$ cat src/verilog/dpdcs_pkg.sv
// shared constants and types of the drive process data and control/status bank
package dpdcs_pkg;

  // dictionary indexes
  localparam logic [15:0] IDX_ITEMS = 16'h5fff;
  localparam logic [15:0] IDX_CMD_WORD = 16'h6040;
  localparam logic [15:0] IDX_STATE_WORD = 16'h6041;
  localparam logic [15:0] IDX_MAP_STATE = 16'h1a00;
  localparam logic [15:0] IDX_MAP_ITEM1 = 16'h1a01;
  localparam logic [15:0] IDX_MAP_ITEM4 = 16'h1a04;
  localparam logic [15:0] IDX_MAP_BYPASS = 16'h1a10;
  localparam logic [15:0] IDX_RX_ASSIGN = 16'h1c12;
  localparam logic [15:0] IDX_TX_ASSIGN = 16'h1c13;

  // sub-index limits and entry counts
  localparam logic [7:0] SUB_ZERO = 8'h00;
  localparam logic [7:0] SUB_FIRST = 8'h01;
  localparam logic [7:0] SUB_MAP_ITEMS = 8'h04;
  localparam logic [7:0] SUB_BYPASS = 8'h03;
  localparam logic [7:0] SUB_MAP_STATE = 8'h01;
  localparam logic [7:0] SUB_ITEMS = 8'h10;
  localparam logic [7:0] SUB_TX_ASSIGN = 8'h06;
  localparam logic [3:0] ITEM_BASE_LAST = 4'h7;
  localparam int TX_ASSIGN_MAX = 6;

  // command word bit positions
  localparam int CW_SWITCH_ON = 0;
  localparam int CW_VOLTAGE = 1;
  localparam int CW_QUICK_STOP = 2;
  localparam int CW_RUN = 3;
  localparam int CW_FAULT_RST = 7;
  localparam int CW_ALERT_RST = 11;

  // state word layout, reset values and drive control mode
  localparam int SW_MISMATCH = 14;
  localparam logic [15:0] SW_UNUSED_MASK = 16'hb900;
  localparam logic [15:0] CMD_WORD_RESET = 16'h0000;
  localparam logic [15:0] STATE_WORD_RESET = 16'h0000;
  localparam logic [1:0] CTRL_MODE_PROFILE = 2'h0;

  typedef logic [15:0][15:0] dpdcs_items_t;

  typedef struct packed {
    logic ready;
    logic switched_on;
    logic op_enabled;
    logic fault;
    logic voltage_enabled;
    logic quick_stop_active;
    logic switch_on_disabled;
    logic alarm;
    logic remote;
    logic target_reached;
  } dpdcs_flags_t;

  typedef struct packed {
    logic [15:0] fixed_status;
    logic [15:0] general_status;
    logic [15:0] speed_actual;
  } dpdcs_bypass_t;

  typedef struct packed {
    logic wr;
    logic [15:0] index;
    logic [7:0] sub;
    logic [15:0] wdata;
  } dpdcs_obj_req_t;

  typedef enum logic [1:0] {
    DG_IDLE = 2'b00,
    DG_LOW = 2'b01,
    DG_HIGH = 2'b11
  } dpdcs_dg_state_t;

endpackage

$ cat src/verilog/dpdcs_core.sv
// process data out, command word and state word bank of the drive interface
//
// Behaviour
// - each item mapping object holds four 16-bit items in consecutive subs
// - eight items always exist; nine to sixteen need the wide drive modes
// - items nine to sixteen read zero when the drive supplies only eight
// - items are read-only via maps 1a01-1a04 and index 5fff, both modes
// - assigned items go out in order from byte zero, low byte first
// - bypass map carries fixed status, general status, actual speed
// - rising edge of command bit 11 resets the alarm, level does nothing
// - rising edge of command bit 7 resets the fault
// - bit 1 enables voltage, bit 0 permits start with it, bit 3 starts
// - command bit 2 requests the configured quick stop
// - command bits 4-6, 8-10 and 12-15 have no function
// - command word is read-write at 6040, profile mode only
// - state word is read-only at 6041, profile mode only
// - state bit 14 flags a drive control mode not matching the profile
// - state bit 9 shows fieldbus control, bit 10 target reached
// - state bit 7 shows active alarm, bit 3 a fault
// - state bits 0,1,2,4,5,6 show the drive state machine flags
// - state bits 8, 11, 12, 13 and 15 have no function
`timescale 1ns/10ps
`default_nettype none
module dpdcs_core import dpdcs_pkg::*; (
  // clock and reset
  input wire logic i_clk,
  input wire logic i_rst,
  // object dictionary access
  input wire logic i_obj_req,
  input wire dpdcs_obj_req_t i_obj,
  output logic o_obj_ack,
  output logic o_obj_err,
  output logic [15:0] o_obj_rdata,
  // command word from receive process data
  input wire logic i_rx_cmd_valid,
  input wire logic [15:0] i_rx_cmd_word,
  // transmit datagram stream
  input wire logic i_dg_start,
  output logic o_dg_valid,
  output logic [7:0] o_dg_byte,
  output logic o_dg_last,
  output logic o_dg_busy,
  // drive application side
  input wire dpdcs_items_t i_items,
  input wire logic i_ext_support,
  input wire dpdcs_flags_t i_flags,
  input wire dpdcs_bypass_t i_bypass,
  input wire logic i_profile_mode,
  input wire logic [1:0] i_drive_ctrl_mode,
  // drive commands
  output logic o_output_voltage_enable,
  output logic o_start_permit,
  output logic o_run_enable_cmd,
  output logic o_quick_stop_bit,
  output logic o_alert_reset_cmd,
  output logic o_fault_reset_cmd
);

  logic [15:0] cmd_word_reg;
  logic [15:0] cmd_word_next;
  logic [15:0] state_word_reg;
  logic [15:0] state_word_next;
  logic [2:0] tx_count_reg;
  logic [2:0] rx_count_reg;
  logic [15:0] tx_entry_reg [TX_ASSIGN_MAX];
  dpdcs_dg_state_t dg_state_reg;
  logic [2:0] ent_reg;
  logic [7:0] sub_reg;
  logic [7:0] hi_byte_reg;
  logic obj_ack_reg;
  logic obj_err_reg;
  logic [15:0] obj_rdata_reg;
  logic alert_pulse_reg;
  logic fault_pulse_reg;
  logic volt_reg;
  logic permit_reg;
  logic run_reg;
  logic qstop_reg;
  logic dg_valid_reg;
  logic [7:0] dg_byte_reg;
  logic dg_last_reg;

  // object access decode
  logic rd_req;
  logic wr_req;
  logic sub0;
  logic cmd_hit;
  logic state_hit;
  logic tx_asg_hit;
  logic rx_asg_hit;
  logic map_cnt_hit;
  logic cmd_wr_ok;
  logic tx_cnt_wr_ok;
  logic tx_ent_wr_ok;
  logic rx_cnt_wr_ok;
  logic entry_valid;
  logic [2:0] wr_slot;
  logic [2:0] rd_slot;
  logic rd_ok;
  logic [15:0] rd_value;
  logic [15:0] map_count;
  logic [15:0] obj_word;
  logic obj_word_hit;

  assign rd_req = i_obj_req && !i_obj.wr;
  assign wr_req = i_obj_req && i_obj.wr;
  assign sub0 = (i_obj.sub == SUB_ZERO);
  assign cmd_hit = (i_obj.index == IDX_CMD_WORD) && sub0;
  assign state_hit = (i_obj.index == IDX_STATE_WORD) && sub0;
  assign tx_asg_hit = (i_obj.index == IDX_TX_ASSIGN) &&
                      (i_obj.sub <= SUB_TX_ASSIGN);
  assign rx_asg_hit = (i_obj.index == IDX_RX_ASSIGN) && sub0;
  assign wr_slot = i_obj.sub[2:0] - 3'h1;
  assign rd_slot = i_obj.sub[2:0] - 3'h1;
  assign entry_valid = (i_obj.wdata == IDX_MAP_STATE) ||
                       (i_obj.wdata == IDX_MAP_BYPASS) ||
                       ((i_obj.wdata >= IDX_MAP_ITEM1) &&
                        (i_obj.wdata <= IDX_MAP_ITEM4));

  // writes: command word only in profile mode; entries only while count is 0
  assign cmd_wr_ok = wr_req && cmd_hit && i_profile_mode;
  assign tx_cnt_wr_ok = wr_req && tx_asg_hit && sub0 && !o_dg_busy &&
                        (i_obj.wdata <= {13'h0000, SUB_TX_ASSIGN[2:0]});
  assign tx_ent_wr_ok = wr_req && tx_asg_hit && !sub0 && entry_valid &&
                        (tx_count_reg == 3'h0);
  assign rx_cnt_wr_ok = wr_req && rx_asg_hit &&
                        (i_obj.wdata <= {13'h0000, SUB_TX_ASSIGN[2:0]});

  // object sizes reported at sub-index zero of each mapping object
  assign map_cnt_hit = sub0 && ((i_obj.index == IDX_MAP_STATE) ||
                       (i_obj.index == IDX_MAP_BYPASS) ||
                       (i_obj.index == IDX_ITEMS) ||
                       ((i_obj.index >= IDX_MAP_ITEM1) &&
                        (i_obj.index <= IDX_MAP_ITEM4)));
  assign map_count = (i_obj.index == IDX_MAP_STATE) ? {8'h00, SUB_MAP_STATE} :
                     (i_obj.index == IDX_MAP_BYPASS) ? {8'h00, SUB_BYPASS} :
                     (i_obj.index == IDX_ITEMS) ? {8'h00, SUB_ITEMS} :
                     {8'h00, SUB_MAP_ITEMS};

  // read-side selector for item and status map contents
  dpdcs_tx_word_sel u_obj_sel (
    .i_index(i_obj.index),
    .i_sub(i_obj.sub),
    .i_items(i_items),
    .i_ext_support(i_ext_support),
    .i_state_word(state_word_reg),
    .i_bypass(i_bypass),
    .o_word(obj_word),
    .o_hit(obj_word_hit)
  );

  // read mux; the profile words are refused in bypass mode
  assign rd_ok = ((cmd_hit || state_hit) && i_profile_mode) || tx_asg_hit ||
                 rx_asg_hit || map_cnt_hit || obj_word_hit;
  assign rd_value = cmd_hit ? cmd_word_reg :
                    state_hit ? state_word_reg :
                    (tx_asg_hit && sub0) ? {13'h0000, tx_count_reg} :
                    tx_asg_hit ? tx_entry_reg[rd_slot] :
                    rx_asg_hit ? {13'h0000, rx_count_reg} :
                    map_cnt_hit ? map_count : obj_word;

  // one-cycle answer; writes to read-only objects are refused
  always_ff @(posedge i_clk) begin
    if (i_rst) begin
      obj_ack_reg <= 1'b0;
      obj_err_reg <= 1'b0;
      obj_rdata_reg <= 16'h0000;
    end else begin
      obj_ack_reg <= i_obj_req;
      obj_err_reg <= i_obj_req && (i_obj.wr ? !(cmd_wr_ok || tx_cnt_wr_ok ||
                     tx_ent_wr_ok || rx_cnt_wr_ok) : !rd_ok);
      obj_rdata_reg <= rd_req && rd_ok ? rd_value : 16'h0000;
    end
  end

  assign o_obj_ack = obj_ack_reg;
  assign o_obj_err = obj_err_reg;
  assign o_obj_rdata = obj_rdata_reg;

  // assignment objects written by the master
  always_ff @(posedge i_clk) begin
    if (i_rst) begin
      tx_count_reg <= 3'h0;
      rx_count_reg <= 3'h0;
    end else begin
      if (tx_cnt_wr_ok) tx_count_reg <= i_obj.wdata[2:0];
      if (rx_cnt_wr_ok) rx_count_reg <= i_obj.wdata[2:0];
    end
  end

  // one flop group per assignment entry
  for (genvar g = 0; g < TX_ASSIGN_MAX; g++) begin : g_entry
    always_ff @(posedge i_clk) begin
      if (i_rst) begin
        tx_entry_reg[g] <= 16'h0000;
      end else if (tx_ent_wr_ok && (wr_slot == 3'(g))) begin
        tx_entry_reg[g] <= i_obj.wdata;
      end
    end
  end

  // command word: object write wins over the process data copy
  assign cmd_word_next = cmd_wr_ok ? i_obj.wdata :
                         (i_rx_cmd_valid && i_profile_mode) ? i_rx_cmd_word :
                         cmd_word_reg;

  // reset commands are one-cycle pulses on rising edges only
  always_ff @(posedge i_clk) begin
    if (i_rst) begin
      cmd_word_reg <= CMD_WORD_RESET;
      alert_pulse_reg <= 1'b0;
      fault_pulse_reg <= 1'b0;
    end else begin
      cmd_word_reg <= cmd_word_next;
      alert_pulse_reg <= cmd_word_next[CW_ALERT_RST] &&
                         !cmd_word_reg[CW_ALERT_RST];
      fault_pulse_reg <= cmd_word_next[CW_FAULT_RST] &&
                         !cmd_word_reg[CW_FAULT_RST];
    end
  end

  // level commands; bits 4-6, 8-10, 12-15 decode nothing
  always_ff @(posedge i_clk) begin
    if (i_rst) begin
      volt_reg <= 1'b0;
      permit_reg <= 1'b0;
      run_reg <= 1'b0;
      qstop_reg <= 1'b0;
    end else begin
      volt_reg <= i_profile_mode && cmd_word_next[CW_VOLTAGE];
      permit_reg <= i_profile_mode && cmd_word_next[CW_VOLTAGE] &&
                    cmd_word_next[CW_SWITCH_ON];
      run_reg <= i_profile_mode && cmd_word_next[CW_VOLTAGE] &&
                 cmd_word_next[CW_SWITCH_ON] && cmd_word_next[CW_RUN];
      qstop_reg <= i_profile_mode && cmd_word_next[CW_QUICK_STOP];
    end
  end

  assign o_output_voltage_enable = volt_reg;
  assign o_start_permit = permit_reg;
  assign o_run_enable_cmd = run_reg;
  assign o_quick_stop_bit = qstop_reg;
  assign o_alert_reset_cmd = alert_pulse_reg;
  assign o_fault_reset_cmd = fault_pulse_reg;

  // state word sampled from the drive; unused positions stay zero
  assign state_word_next = {1'b0, (i_drive_ctrl_mode != CTRL_MODE_PROFILE),
    3'b000, i_flags.target_reached, i_flags.remote, 1'b0, i_flags.alarm,
    i_flags.switch_on_disabled, i_flags.quick_stop_active,
    i_flags.voltage_enabled, i_flags.fault, i_flags.op_enabled,
    i_flags.switched_on, i_flags.ready};

  always_ff @(posedge i_clk) begin
    if (i_rst) state_word_reg <= STATE_WORD_RESET;
    else state_word_reg <= state_word_next;
  end

  // datagram walk over the assigned mapping objects
  logic [15:0] cur_entry;
  logic [7:0] cur_subs;
  logic last_sub;
  logic last_ent;
  logic [15:0] dg_word;

  assign cur_entry = tx_entry_reg[ent_reg];
  assign cur_subs = (cur_entry == IDX_MAP_BYPASS) ? SUB_BYPASS :
                    (cur_entry == IDX_MAP_STATE) ? SUB_MAP_STATE :
                    SUB_MAP_ITEMS;
  assign last_sub = (sub_reg == cur_subs);
  assign last_ent = (ent_reg == tx_count_reg - 3'h1);
  assign o_dg_busy = (dg_state_reg != DG_IDLE);

  dpdcs_tx_word_sel u_dg_sel (
    .i_index(cur_entry),
    .i_sub(sub_reg),
    .i_items(i_items),
    .i_ext_support(i_ext_support),
    .i_state_word(state_word_reg),
    .i_bypass(i_bypass),
    .o_word(dg_word),
    .o_hit()
  );

  // two bytes per item; the high byte is held so the pair stays coherent
  always_ff @(posedge i_clk) begin
    if (i_rst) begin
      dg_state_reg <= DG_IDLE;
      ent_reg <= 3'h0;
      sub_reg <= SUB_FIRST;
      hi_byte_reg <= 8'h00;
      dg_valid_reg <= 1'b0;
      dg_byte_reg <= 8'h00;
      dg_last_reg <= 1'b0;
    end else begin
      dg_valid_reg <= 1'b0;
      dg_last_reg <= 1'b0;
      case (dg_state_reg)
        DG_IDLE: begin
          ent_reg <= 3'h0;
          sub_reg <= SUB_FIRST;
          if (i_dg_start && (tx_count_reg != 3'h0)) dg_state_reg <= DG_LOW;
        end
        DG_LOW: begin
          dg_valid_reg <= 1'b1;
          dg_byte_reg <= dg_word[7:0];
          hi_byte_reg <= dg_word[15:8];
          dg_state_reg <= DG_HIGH;
        end
        DG_HIGH: begin
          dg_valid_reg <= 1'b1;
          dg_byte_reg <= hi_byte_reg;
          if (last_sub && last_ent) begin
            dg_last_reg <= 1'b1;
            dg_state_reg <= DG_IDLE;
          end else begin
            dg_state_reg <= DG_LOW;
            if (last_sub) begin
              sub_reg <= SUB_FIRST;
              ent_reg <= ent_reg + 3'h1;
            end else begin
              sub_reg <= sub_reg + 8'h01;
            end
          end
        end
        default: dg_state_reg <= DG_IDLE;
      endcase
    end
  end

  assign o_dg_valid = dg_valid_reg;
  assign o_dg_byte = dg_byte_reg;
  assign o_dg_last = dg_last_reg;
endmodule // dpdcs_core
`default_nettype wire

$ cat src/verilog/dpdcs_tx_word_sel.sv
// selects one transmit word by mapping or dictionary index and sub-index
`timescale 1ns/10ps
`default_nettype none
module dpdcs_tx_word_sel import dpdcs_pkg::*; (
  // selection
  input wire logic [15:0] i_index,
  input wire logic [7:0] i_sub,
  // sources
  input wire dpdcs_items_t i_items,
  input wire logic i_ext_support,
  input wire logic [15:0] i_state_word,
  input wire dpdcs_bypass_t i_bypass,
  // result
  output logic [15:0] o_word,
  output logic o_hit
);

  // decode of the four item maps, the direct index and the status maps
  logic [15:0] map_ofs;
  logic [7:0] sub_m1;
  logic [3:0] map_item;
  logic [3:0] item_num;
  logic map_hit;
  logic dir_hit;
  logic state_hit;
  logic byp_hit;
  logic item_zero;
  logic [15:0] byp_word;
  logic [15:0] item_word;

  assign map_ofs = i_index - IDX_MAP_ITEM1;
  assign sub_m1 = i_sub - SUB_FIRST;
  assign map_item = {map_ofs[1:0], 2'b00} + {2'b00, sub_m1[1:0]};
  assign map_hit = (i_index >= IDX_MAP_ITEM1) && (i_index <= IDX_MAP_ITEM4) &&
                   (i_sub >= SUB_FIRST) && (i_sub <= SUB_MAP_ITEMS);
  assign dir_hit = (i_index == IDX_ITEMS) && (i_sub >= SUB_FIRST) &&
                   (i_sub <= SUB_ITEMS);
  assign state_hit = (i_index == IDX_MAP_STATE) && (i_sub == SUB_MAP_STATE);
  assign byp_hit = (i_index == IDX_MAP_BYPASS) && (i_sub >= SUB_FIRST) &&
                   (i_sub <= SUB_BYPASS);
  assign item_num = map_hit ? map_item : sub_m1[3:0];

  // items past the base eight read zero when the drive lacks the wide modes
  assign item_zero = (item_num > ITEM_BASE_LAST) && !i_ext_support;
  assign item_word = item_zero ? 16'h0000 : i_items[item_num];

  // bypass status map: fixed word, general word, actual speed
  assign byp_word = (i_sub[1:0] == 2'b01) ? i_bypass.fixed_status :
                    (i_sub[1:0] == 2'b10) ? i_bypass.general_status :
                    i_bypass.speed_actual;

  assign o_hit = map_hit || dir_hit || state_hit || byp_hit;
  assign o_word = (map_hit || dir_hit) ? item_word :
                  state_hit ? i_state_word :
                  byp_hit ? byp_word : 16'h0000;

endmodule // dpdcs_tx_word_sel
`default_nettype wire
$ cat config.mk
export PLATFORM = sky130hd
export DESIGN_NAME = dpdcs_core
export DESIGN_NICKNAME = d
export VERILOG_FILES = /design/src/verilog/dpdcs_pkg.sv /design/src/verilog/dpdcs_core.sv /design/src/verilog/dpdcs_tx_word_sel.sv
export SDC_FILE = /design/constraint.sdc
export NUM_CORES = 1
export LEC_CHECK = 0
export BUFFER_PORTS_ARGS = -buffer_cell sky130_fd_sc_hd__buf_2
export CAP_MARGIN = 20
export CORE_ASPECT_RATIO = 0.7
export CORE_UTILIZATION = 45
export DETAILED_ROUTE_END_ITERATION = 8
export PLACE_DENSITY = 0.78
export SYNTH_ARGS = -nofsm -noshare
export SYNTH_HDL_FRONTEND = slang
export SYNTH_HIERARCHICAL = 1
export SYNTH_SLANG_ARGS = --single-unit
$ cat constraint.sdc
create_clock -name i_clk -period 5.6 [get_ports i_clk]
set_input_delay 0.84 -clock i_clk [delete_from_list [all_inputs] [get_ports i_clk]]
set_output_delay 0.84 -clock i_clk [all_outputs]
set_load 0.01 [all_outputs]
---- Word level (Yosys, flattened, before mapping) ----
Memories as Yosys holds them, arrays and structs flattened. A register that Yosys moved wholly into a read port is not among the register bits.
Cells that the tools add are included.
storage, ports and cells
  memory bits (writable) .................. 96
  bits of input ports ..................... 380
  output and inout bits ................... 35
  memories kept ........................... 1
  memory bits (read-only) ................. 0
  latch bits .............................. 0
  register bits after elaboration ......... 93
memories
  name          depth  bits a word  read ports  clocked after Yosys merged registers in  wr ports  line              RTL
  tx_entry_reg  6      16           2           1                                        6         dpdcs_core.sv:65  logic [15:0] tx_entry_reg [TX_ASSIGN_MAX];
cells by class
  reductions and logical operators ........ 96
  equal/unequal tests ..................... 30
  bitwise operators ....................... 8
  add/sub/neg operators ................... 10
  shift operators ......................... 0
  divide/modulo/power cells ............... 0
  order comparisons ....................... 20
  $mul .................................... 0
  multiplexer cells ....................... 72
operators by type and width
  cell                    count
  $mux W16                28
  $bmux W16 S4            2
  $eq A16 B13 Y1 const B  8
  $eq A16 B15 Y1 const B  4
  $logic_and A1 B1 Y1     56
  $ge A16 B13 Y1 const B  3
  $le A16 B13 Y1 const B  3
  $pmux W8 S2             2
  $le A8 B3 Y1 const B    3
  $mux W1                 24
  $mux W3                 6
  $logic_or A1 B1 Y1      17
  $eq A8 B1 Y1 const B    2
  $ge A8 B1 Y1 const B    2
  $le A16 B3 Y1 const B   1
  $le A8 B2 Y1 const B    2
  $le A8 B5 Y1 const B    2
  $mux W8                 2
  $mux W5                 3
  $lt A4 B5 Y1 const B    2
  $reduce_bool A2 Y1      5
  $add A4 B2 Y4           2
  $add A8 B1 Y8 const B   1
  $eq A8 B3 Y1            1
  other kinds (26)        55

---- Logic depth before layout (Yosys ltp) ----
Gate-level depths: netlist (run 1).
  depth in word-level cells ............... 15
  mapped depth ............................ 17
  depth with buffers taken out ............ 14

---- Cells and area by module ----
Netlist (run 1), hierarchy kept.
by module, submodules not included
  module             area an instance (um^2)  times used  cells an instance  seq. area each (um^2)
  dpdcs_core         9,477.8                  1           833                4,704.5
  dpdcs_tx_word_sel  3,098.0                  2           276                0.0

---- Worst setup path after synthesis (run 1) ----
Ideal clock, no wire load.
  path type ............................... in2reg
  start point ............................. input i_obj[16] (netlist bit)
  end point ............................... memory tx_entry_reg[3][0] (enable)
  required time ........................... 5,189 ps
  arrival ................................. 4,416 ps
  buffers on the path ..................... 4
  slack ................................... 773 ps
  stages on the path ...................... 10
  path through ............................ clkbuf_1 -> buf_2 -> buf_1 -> inv_1 -> ha_1 -> and4b_1 -> nor4_1 -> nand2_1 -> clkbuf_1 -> o21ai_0
RTL lines
  element      line              RTL
  from (decl)  dpdcs_core.sv:30  input wire dpdcs_obj_req_t i_obj,
  to (decl)    dpdcs_core.sv:65

==> results.toml, run 1 <==
[synth]
synth_cells = 1384
synth_area_um2 = 15700
avgSynthCellArea_um2 = 11.3
yosys_warnings = 6

[floorplanning]
die_y_um = 158
ios = 415
core-area_um2 = 33900
rows = 56
die_w_um = 225
start_util = 0.462
dieArea_um2 = 35600

[cts]
cts.repair.resized = 0
htreeDepth = 4
cts_inserted_buffers = 17
clk_pin_slew_ps = 70
clk-insertion-delay-late_ps = 450
cts_setup_buffers = 0
root_buffer = "clkbuf_16"
cts_tree = "yes"
clock-sinks = 187
ctsHoldBuffers = 0
clockBufferDepth = 2

[critical_path]
startpoint_type = "flop"
crit_path_end_kind = "flop"
crit_path_max_fanout = 32
worstPathRequired_ps = 5970
crit_type = "flop to flop"
arrival_ps = 5090

[timing]
worst_hold_slack_ps = 458
rsz0062_at_grt = "false"
max-slew-margin-rel = 0.243
setup_ws_ps = 883
setup_tns_ps = 0
finalHoldViolCount = 0
worst_slew_pin_slew_ps = 1140
fmax_mhz = 212
fin_skew_ps = 12.2
setup_viol = 0
period_share = 0.842
report.final.slew_viol_count = 0
min_period_ps = 4720

[global_route]
grt_pass1_wl_mm = 90.0
grt.met3_usage = 0.132
grtUsageMet1 = 0.464
grt_max_degree = 51
antenna_found_initial = 10
met2_usage = 0.507
grt_pass1_vias = 14700
grt-ovfl-total = 0
grt_usage = 0.343
grt_busiest_layer = "met2"

[final_layout]
finalNetCount = 2214
largest_register_ffs = 96
drive_above_1_share = 0.415
stdcell_area_um2 = 18900
final_cell_mix = "413 x buf_2, 159 x mux4_2, 150 x mux2i_1"
area_delta_synth_final_pct = 20.6
layout_commonest_cell = "buf_2"
fin_util = 0.557
fin_cells = 2292

[power]
net-switching-power_mw = 1.11
p_sw_frac = 0.306
leakagePower_nw = 7.64
clkPwrFrac = 0.321
p_int_mw = 2.52
seq_power_share = 0.428
ir_drop_mv = 0.206
finalPower_mw = 3.64
pwr-share-comb = 0.251
powerDensity_nw_per_um2 = 192

[place]
place_area_um2 = 18300
io_buffers = 414
gp_congestion = 1.03
dp_slack_ps = 913
hpwl_mm = 48.7
placed_cells = 2254

[detailed_routing]
wl_per_cell_um = 26.5
drtPass1Iterations = 6
vias_per_cell = 6.48
drtAntennaViolNets = 0
drt-total-wl_mm = 60.7
first_iter_violations = 1879
drc = 0
vias = 14900

[min_path]
hp-start = "rx_count_reg[0]"
hold_path_class = "flop to flop"

[job]
cap_viol_max_count = 0

[outcome]
status = "completed"
## area by class of cell
cell class	count	area, um2
Antenna cell	5	12.5
Inverter	31	116
Tap cell	464	581
Timing Repair Buffer	457	2410
Multi-Input combinational cell	1116	10500
Sequential cell	187	4710
Clock inverter	11	81.3
Clock buffer	21	462
Fill cell	2969	15000
## per-layer routing
metal  routed length [um]  share of wire  up-vias
met5                   42        0.00069        -
met4                 1550          0.026        6
met3                 9150           0.15      151
met2                25900           0.43     1126
met1                24100           0.40     7257
li1                     -              -     6319
## critical path: stages (launching register included)
cell      delay [ps]
dfxtp_1          700
buf_4            370
mux2_2           410
mux4_2           570
inv_1            130
ha_1             210
nand2b_1          70
a32o_1           270
nand4_2          130
mux2i_4          260
buf_4            500
mux2i_1          260
mux2_2           320
o22ai_1          180
nand2_1           80
a21oi_1          150
## path summary, 6_finish.rpt
path,endpoint,slack (ps),cells past startpoint
setup reg to reg,hi_byte_reg[7],880,15
setup / recovery,hi_byte_reg[7],880,15
hold / removal,rx_count_reg[0],460,2
hold reg to reg,rx_count_reg[0],460,2
## power by group through the flow
stage / sequential, mW / combinational [mW] / clock, mW
after floorplan: 1.56 / 0.502 / 0
after global placement: 1.58 / 0.864 / 0
after detailed placement: 1.59 / 0.878 / 0
after CTS: 1.55 / 0.881 / 1.18
after global routing: 1.56 / 0.952 / 1.23
final: 1.56 / 0.912 / 1.17
Power figures use the tool's default switching activity.
==> run 2, diff against run 1 <==
Settings changed: PLACE_DENSITY 0.78 to 0.81.
Clock period 5.6 ns to 3.9 ns, I/O delays scaled along.
==> run 2 against run 1 <==
Fmax rose by 21%. Highest routed layer unchanged. Critical path depth fell by 2. Setup slack got worse by 890 ps. The flow now finishes with violations (setup timing).
==> results.toml, run 2 (synthesis results as in run 1) <==
[power]
p_sw_frac = 0.307
ir_drop_mv = 0.254
pwr-share-comb = 0.260
net-switching-power_mw = 1.63
powerDensity_nw_per_um2 = 270
seq_power_share = 0.420
leakagePower_nw = 8.08
p_int_mw = 3.69
clkPwrFrac = 0.321

[detailed_routing]
wl_per_cell_um = 26.4
vias_per_cell = 6.54
vias = 15500
drc = 0
drtPass1Iterations = 8
drt-total-wl_mm = 62.5
drtAntennaViolNets = 0
first_iter_violations = 1927

[final_layout]
drive_above_1_share = 0.442
final_cell_mix = "413 x buf_2, 159 x mux4_2, 150 x mux2i_1"
area_delta_synth_final_pct = 25.7
finalNetCount = 2283
largest_register_ffs = 96
layout_commonest_cell = "buf_2"
fin_cells = 2366
nFillCells = 2868

[floorplanning]
ios = 415
dieArea_um2 = 35600
die_w_um = 225
start_util = 0.462
die_y_um = 158
rows = 56
core-area_um2 = 33900

[critical_path]
startpoint_type = "flop"
worstPathRequired_ps = 4270
crit_path_max_fanout = 7
crit_path_end_kind = "flop"
crit_type = "flop to flop"
arrival_ps = 4280

[place]
gp_congestion = 1.05
hpwl_mm = 50.3
io_buffers = 414
dp_slack_ps = -104
placed_cells = 2320

[global_route]
grt_usage = 0.349
antenna_found_initial = 12
grt_pass1_wl_mm = 91.2
grt_pass1_vias = 14800
grt-ovfl-total = 0
grt_max_degree = 76

[timing]
setup_viol = 2
fin_skew_ps = 10.1
setup_ws_ps = -11.0
rsz0062_at_grt = "true"
max-slew-margin-rel = 0.336
finalHoldViolCount = 0
report.final.slew_viol_count = 0
worst_slew_pin_slew_ps = 996
min_period_ps = 3910
period_share = 1.00
fmax_mhz = 256

[min_path]
hold_path_class = "input port to flop"

[outcome]
violations = "setup timing"
status = "complete, but fails checks"

[cts]
clock-sinks = 187
clk_pin_slew_ps = 70
root_buffer = "clkbuf_16"
clockBufferDepth = 2
cts_inserted_buffers = 17
cts_tree = "yes"
htreeDepth = 4
ctsHoldBuffers = 0
clk-insertion-delay-late_ps = 450

[job]
cap_viol_max_count = 0
==> run 2: cell types whose count changed in the layout (fill, tap and decap cells not counted), moves of 2 or more <==
cell	delta
inv_4	+2
buf_4	+53
dfxtp_1	-2
diode_2	+5
nor4_4	+2
inv_8	+2
buf_6	+2
buf_12	+13
clkbuf_1	-2
==> run 2: path summary, 6_finish.rpt <==
| kind | start | endpoint | slack (ps) | cells after the start |
|---|---|---|---|---|
| setup / recovery | flop | o_dg_byte[0] | -10 | 13 |
| hold reg to reg | rx_count_reg[2] | rx_count_reg[2] | 470 | 2 |
| setup reg to reg | flop | o_dg_byte[0] | -10 | 13 |
| hold / removal | i_flags[8] | state_word_reg[1] | 340 | 2 |
==> run 2: power groups by stage <==
stage                     sequential (mW)  clock (mW)  combinational [mW]
final                                2.24        1.71                1.38
after global routing                 2.24        1.81                1.43
after CTS                            2.23        1.72                1.33
after detailed placement             2.28           0                1.32
after global placement               2.27           0                1.29
after floorplan                      2.24           0               0.721
==> run 2: cell type report <==
| class | count | area, um2 | share of cell area |
|---|---|---|---|
| diodes | 10 | 25.0 | 0.00127 |
| clock buffers | 20 | 468 | 0.0238 |
| clock inverters | 12 | 98.8 | 0.00502 |
| inverters | 31 | 120 | 0.00610 |
| multi-input cells | 1116 | 10600 | 0.537 |
| flip-flops and latches | 187 | 4710 | 0.239 |
| well taps | 464 | 581 | 0.0295 |
| repair buffers | 526 | 3110 | 0.158 |
==> run 2: metal layers <==
| metal | vias up | routed length (um) | track usage |
|---|---|---|---|
| met3 | 171 | 9500 | 0.116 |
| met4 | 6 | 2080 | 0.123 |
| met2 | 1303 | 26600 | 0.509 |
| met1 | 7516 | 24300 | 0.482 |
| met5 | - | 36 | 0 |
| li1 | 6469 | - | - |
==> run 2: metrics by stage <==
step	hold slack (ps)	TNS, ps	utilization	instance area [um2]	power [mW]
after CTS	320	0	0.577	19600	5.28
after global placement	445	0	0.560	19000	3.56
after floorplan	414	0	-	15900	2.97
after detailed placement	454	-548	0.560	19000	3.60
after global routing	328	-694	0.581	19700	5.48
final	338	-19.2	0.581	19700	5.33
==> run 2: worst max-delay path, cell delays in order, from the launching register on <==
cell and delay [ps]:
dfxtp_4 400, buf_6 130, mux2_4 300, mux4_2 520, or4_4 510, nor4_4 260
nand4_2 240, buf_6 200, mux2i_4 250, clkbuf_16 210, mux2_2 340, o22ai_2 130
mux2i_1 90, a211oi_1 240
==> run 2: what timing repair did <==
item                                    CTS  global route
setup buffers                             0             3
hold endpoints to repair                  0             0
resized for setup                         2            16
pin swaps                                 0             8
endpoints found under the setup margin   14            14
cloned                                    0             1
==> run 3, diff against run 2 <==
Settings changed: CORE_ASPECT_RATIO 0.7 to 1.25, PLACE_DENSITY 0.81 to 0.78.
Clock period 3.9 ns to 4.8 ns, I/O delays scaled along.
==> run 3 against run 2 <==
The flow now finishes without violations. Register-to-register slack improved by 400 ps. Combinational power decreased by 22%. Final area decreased by 3.4%. Via count decreased by 5.3%. Total power decreased by 18%. Critical path type unchanged. Highest routed layer unchanged.
==> results.toml, run 3 (synthesis results as in run 1) <==
[outcome]
status = "completed"

[timing]
report.final.slew_viol_count = 0
fmax_mhz = 227
finalHoldViolCount = 0
setup_tns_ps = 0
fin_skew_ps = 14.2
rsz0062_at_grt = "false"
setup_viol = 0
max-slew-margin-rel = 0.271
min_period_ps = 4410
period_share = 0.919
worst_slew_pin_slew_ps = 1090
setup_ws_ps = 387

[critical_path]
worstPathRequired_ps = 5170
crit_path_max_fanout = 13
critical_path.cell_chain = "buf_4 -> mux2_4 -> mux4_2 -> or4_1 -> nor4_1 -> and4_1 -> and3b_1 -> a22oi_1 -> o22ai_1 -> mux2i_1 -> a211oi_1"
cp_top_family = "simple AND/OR/NAND/NOR gates"
crit_type = "flop to flop"
path_buf_inv = 1
cpMaxStageDelayCell = "dfxtp_1"
startpoint_type = "flop"
critPathMaxStageDelay_ps = 640
crit_path_end_kind = "flop"
arrival_ps = 4780

[cts]
cts_inserted_buffers = 17
ctsHoldBuffers = 0
root_buffer = "clkbuf_16"
cts.repair.resized = 0
cts_setup_buffers = 0
htreeDepth = 4
clk_pin_slew_ps = 80
clockBufferDepth = 2
cts_tree = "yes"
clock-sinks = 187
clk-insertion-delay-late_ps = 450

[detailed_routing]
wl_per_cell_um = 27.4
drtPass1Iterations = 6
vias_per_cell = 6.35
drc = 0
drt-total-wl_mm = 63.1
vias = 14600
drtAntennaViolNets = 0
first_iter_violations = 1924

[floorplanning]
ios = 415
rows = 76
dieArea_um2 = 35600
die_w_um = 169
start_util = 0.456
core-area_um2 = 34300
die_y_um = 211

[final_layout]
seq_area_um2 = 4710
finalNetCount = 2213
fin_util = 0.554
largest_register_ffs = 96
multi_input_area_um2 = 10500
layout_commonest_cell = "buf_2"
drive_above_1_share = 0.417
final_cell_mix = "413 x buf_2, 159 x mux4_2, 150 x mux2i_1"
area_delta_synth_final_pct = 21.4
nFillCells = 2928

[global_route]
grt_pass1_wl_mm = 90.7
antenna_found_initial = 20
grt-ovfl-total = 0
grt_max_degree = 65
grt_usage = 0.351
grt_pass1_vias = 14600

[min_path]
hold_path_class = "flop to flop"

[power]
leakagePower_nw = 7.67
finalPower_mw = 4.34
powerDensity_nw_per_um2 = 228
ir_drop_mv = 0.155

[job]
cap_viol_max_count = 0

[place]
io_buffers = 414
gp_congestion = 1.01
hpwl_mm = 50.9
dp_slack_ps = 447
## run 3: cell types whose count changed in the layout (fill, tap and decap cells not counted), moves of 2 or more
cell	delta
buf_12	-10
buf_4	-56
buf_6	-2
clkbuf_16	-2
clkinv_2	-3
clkinv_4	+2
clkinv_8	+3
dfxtp_1	+2
diode_2	+5
ha_2	-2
ha_4	+2
inv_4	-2
nor4_4	-2
## run 3: where the power goes
group,switching (mW),internal [mW]
registers,0.0628,1.75
clock network,0.705,0.747
logic,0.585,0.488
total,1.35,2.99
## run 3: metrics by stage
stage	instances	hold WS [ps]	area, um2
after global routing	2301	467	19000
after floorplan	1447	414	15900
after CTS	2290	456	19000
final	2305	458	19000
after detailed placement	2258	446	18400
after global placement	2258	441	18400
## run 3: worst paths after layout
kind | startpoint | to | slack (ps) | cells past startpoint
max | flop | o_dg_byte[2] | 390 | 11
min | rx_count_reg[0] | rx_count_reg[0] | 460 | 2
max reg2reg | flop | o_dg_byte[2] | 390 | 11
min reg2reg | rx_count_reg[0] | rx_count_reg[0] | 460 | 2
## run 3: layout make-up
class,count,area share
timing repair buffer,456,0.128
inverter,31,0.00612
antenna,15,0.00197
clock buffer,17,0.0224
multi-input combinational,1116,0.554
clock inverter,15,0.00947
sequential,187,0.248
tap,468,0.0308
## run 3: worst reg2reg max path: stages, from the launching register on
cell and delay, ps:
dfxtp_1 640, buf_4 240, mux2_4 320, mux4_2 550
or4_1 550, nor4_1 400, and4_1 280, and3b_1 580
a22oi_1 210, o22ai_1 220, mux2i_1 100, a211oi_1 240
## run 3: per-layer routing
metal | GRT usage | wire length (um)
met2 | 0.577 | 30200
met1 | 0.389 | 21100
met4 | 0.261 | 4890
met5 | 0 | 57
met3 | 0.0954 | 6840
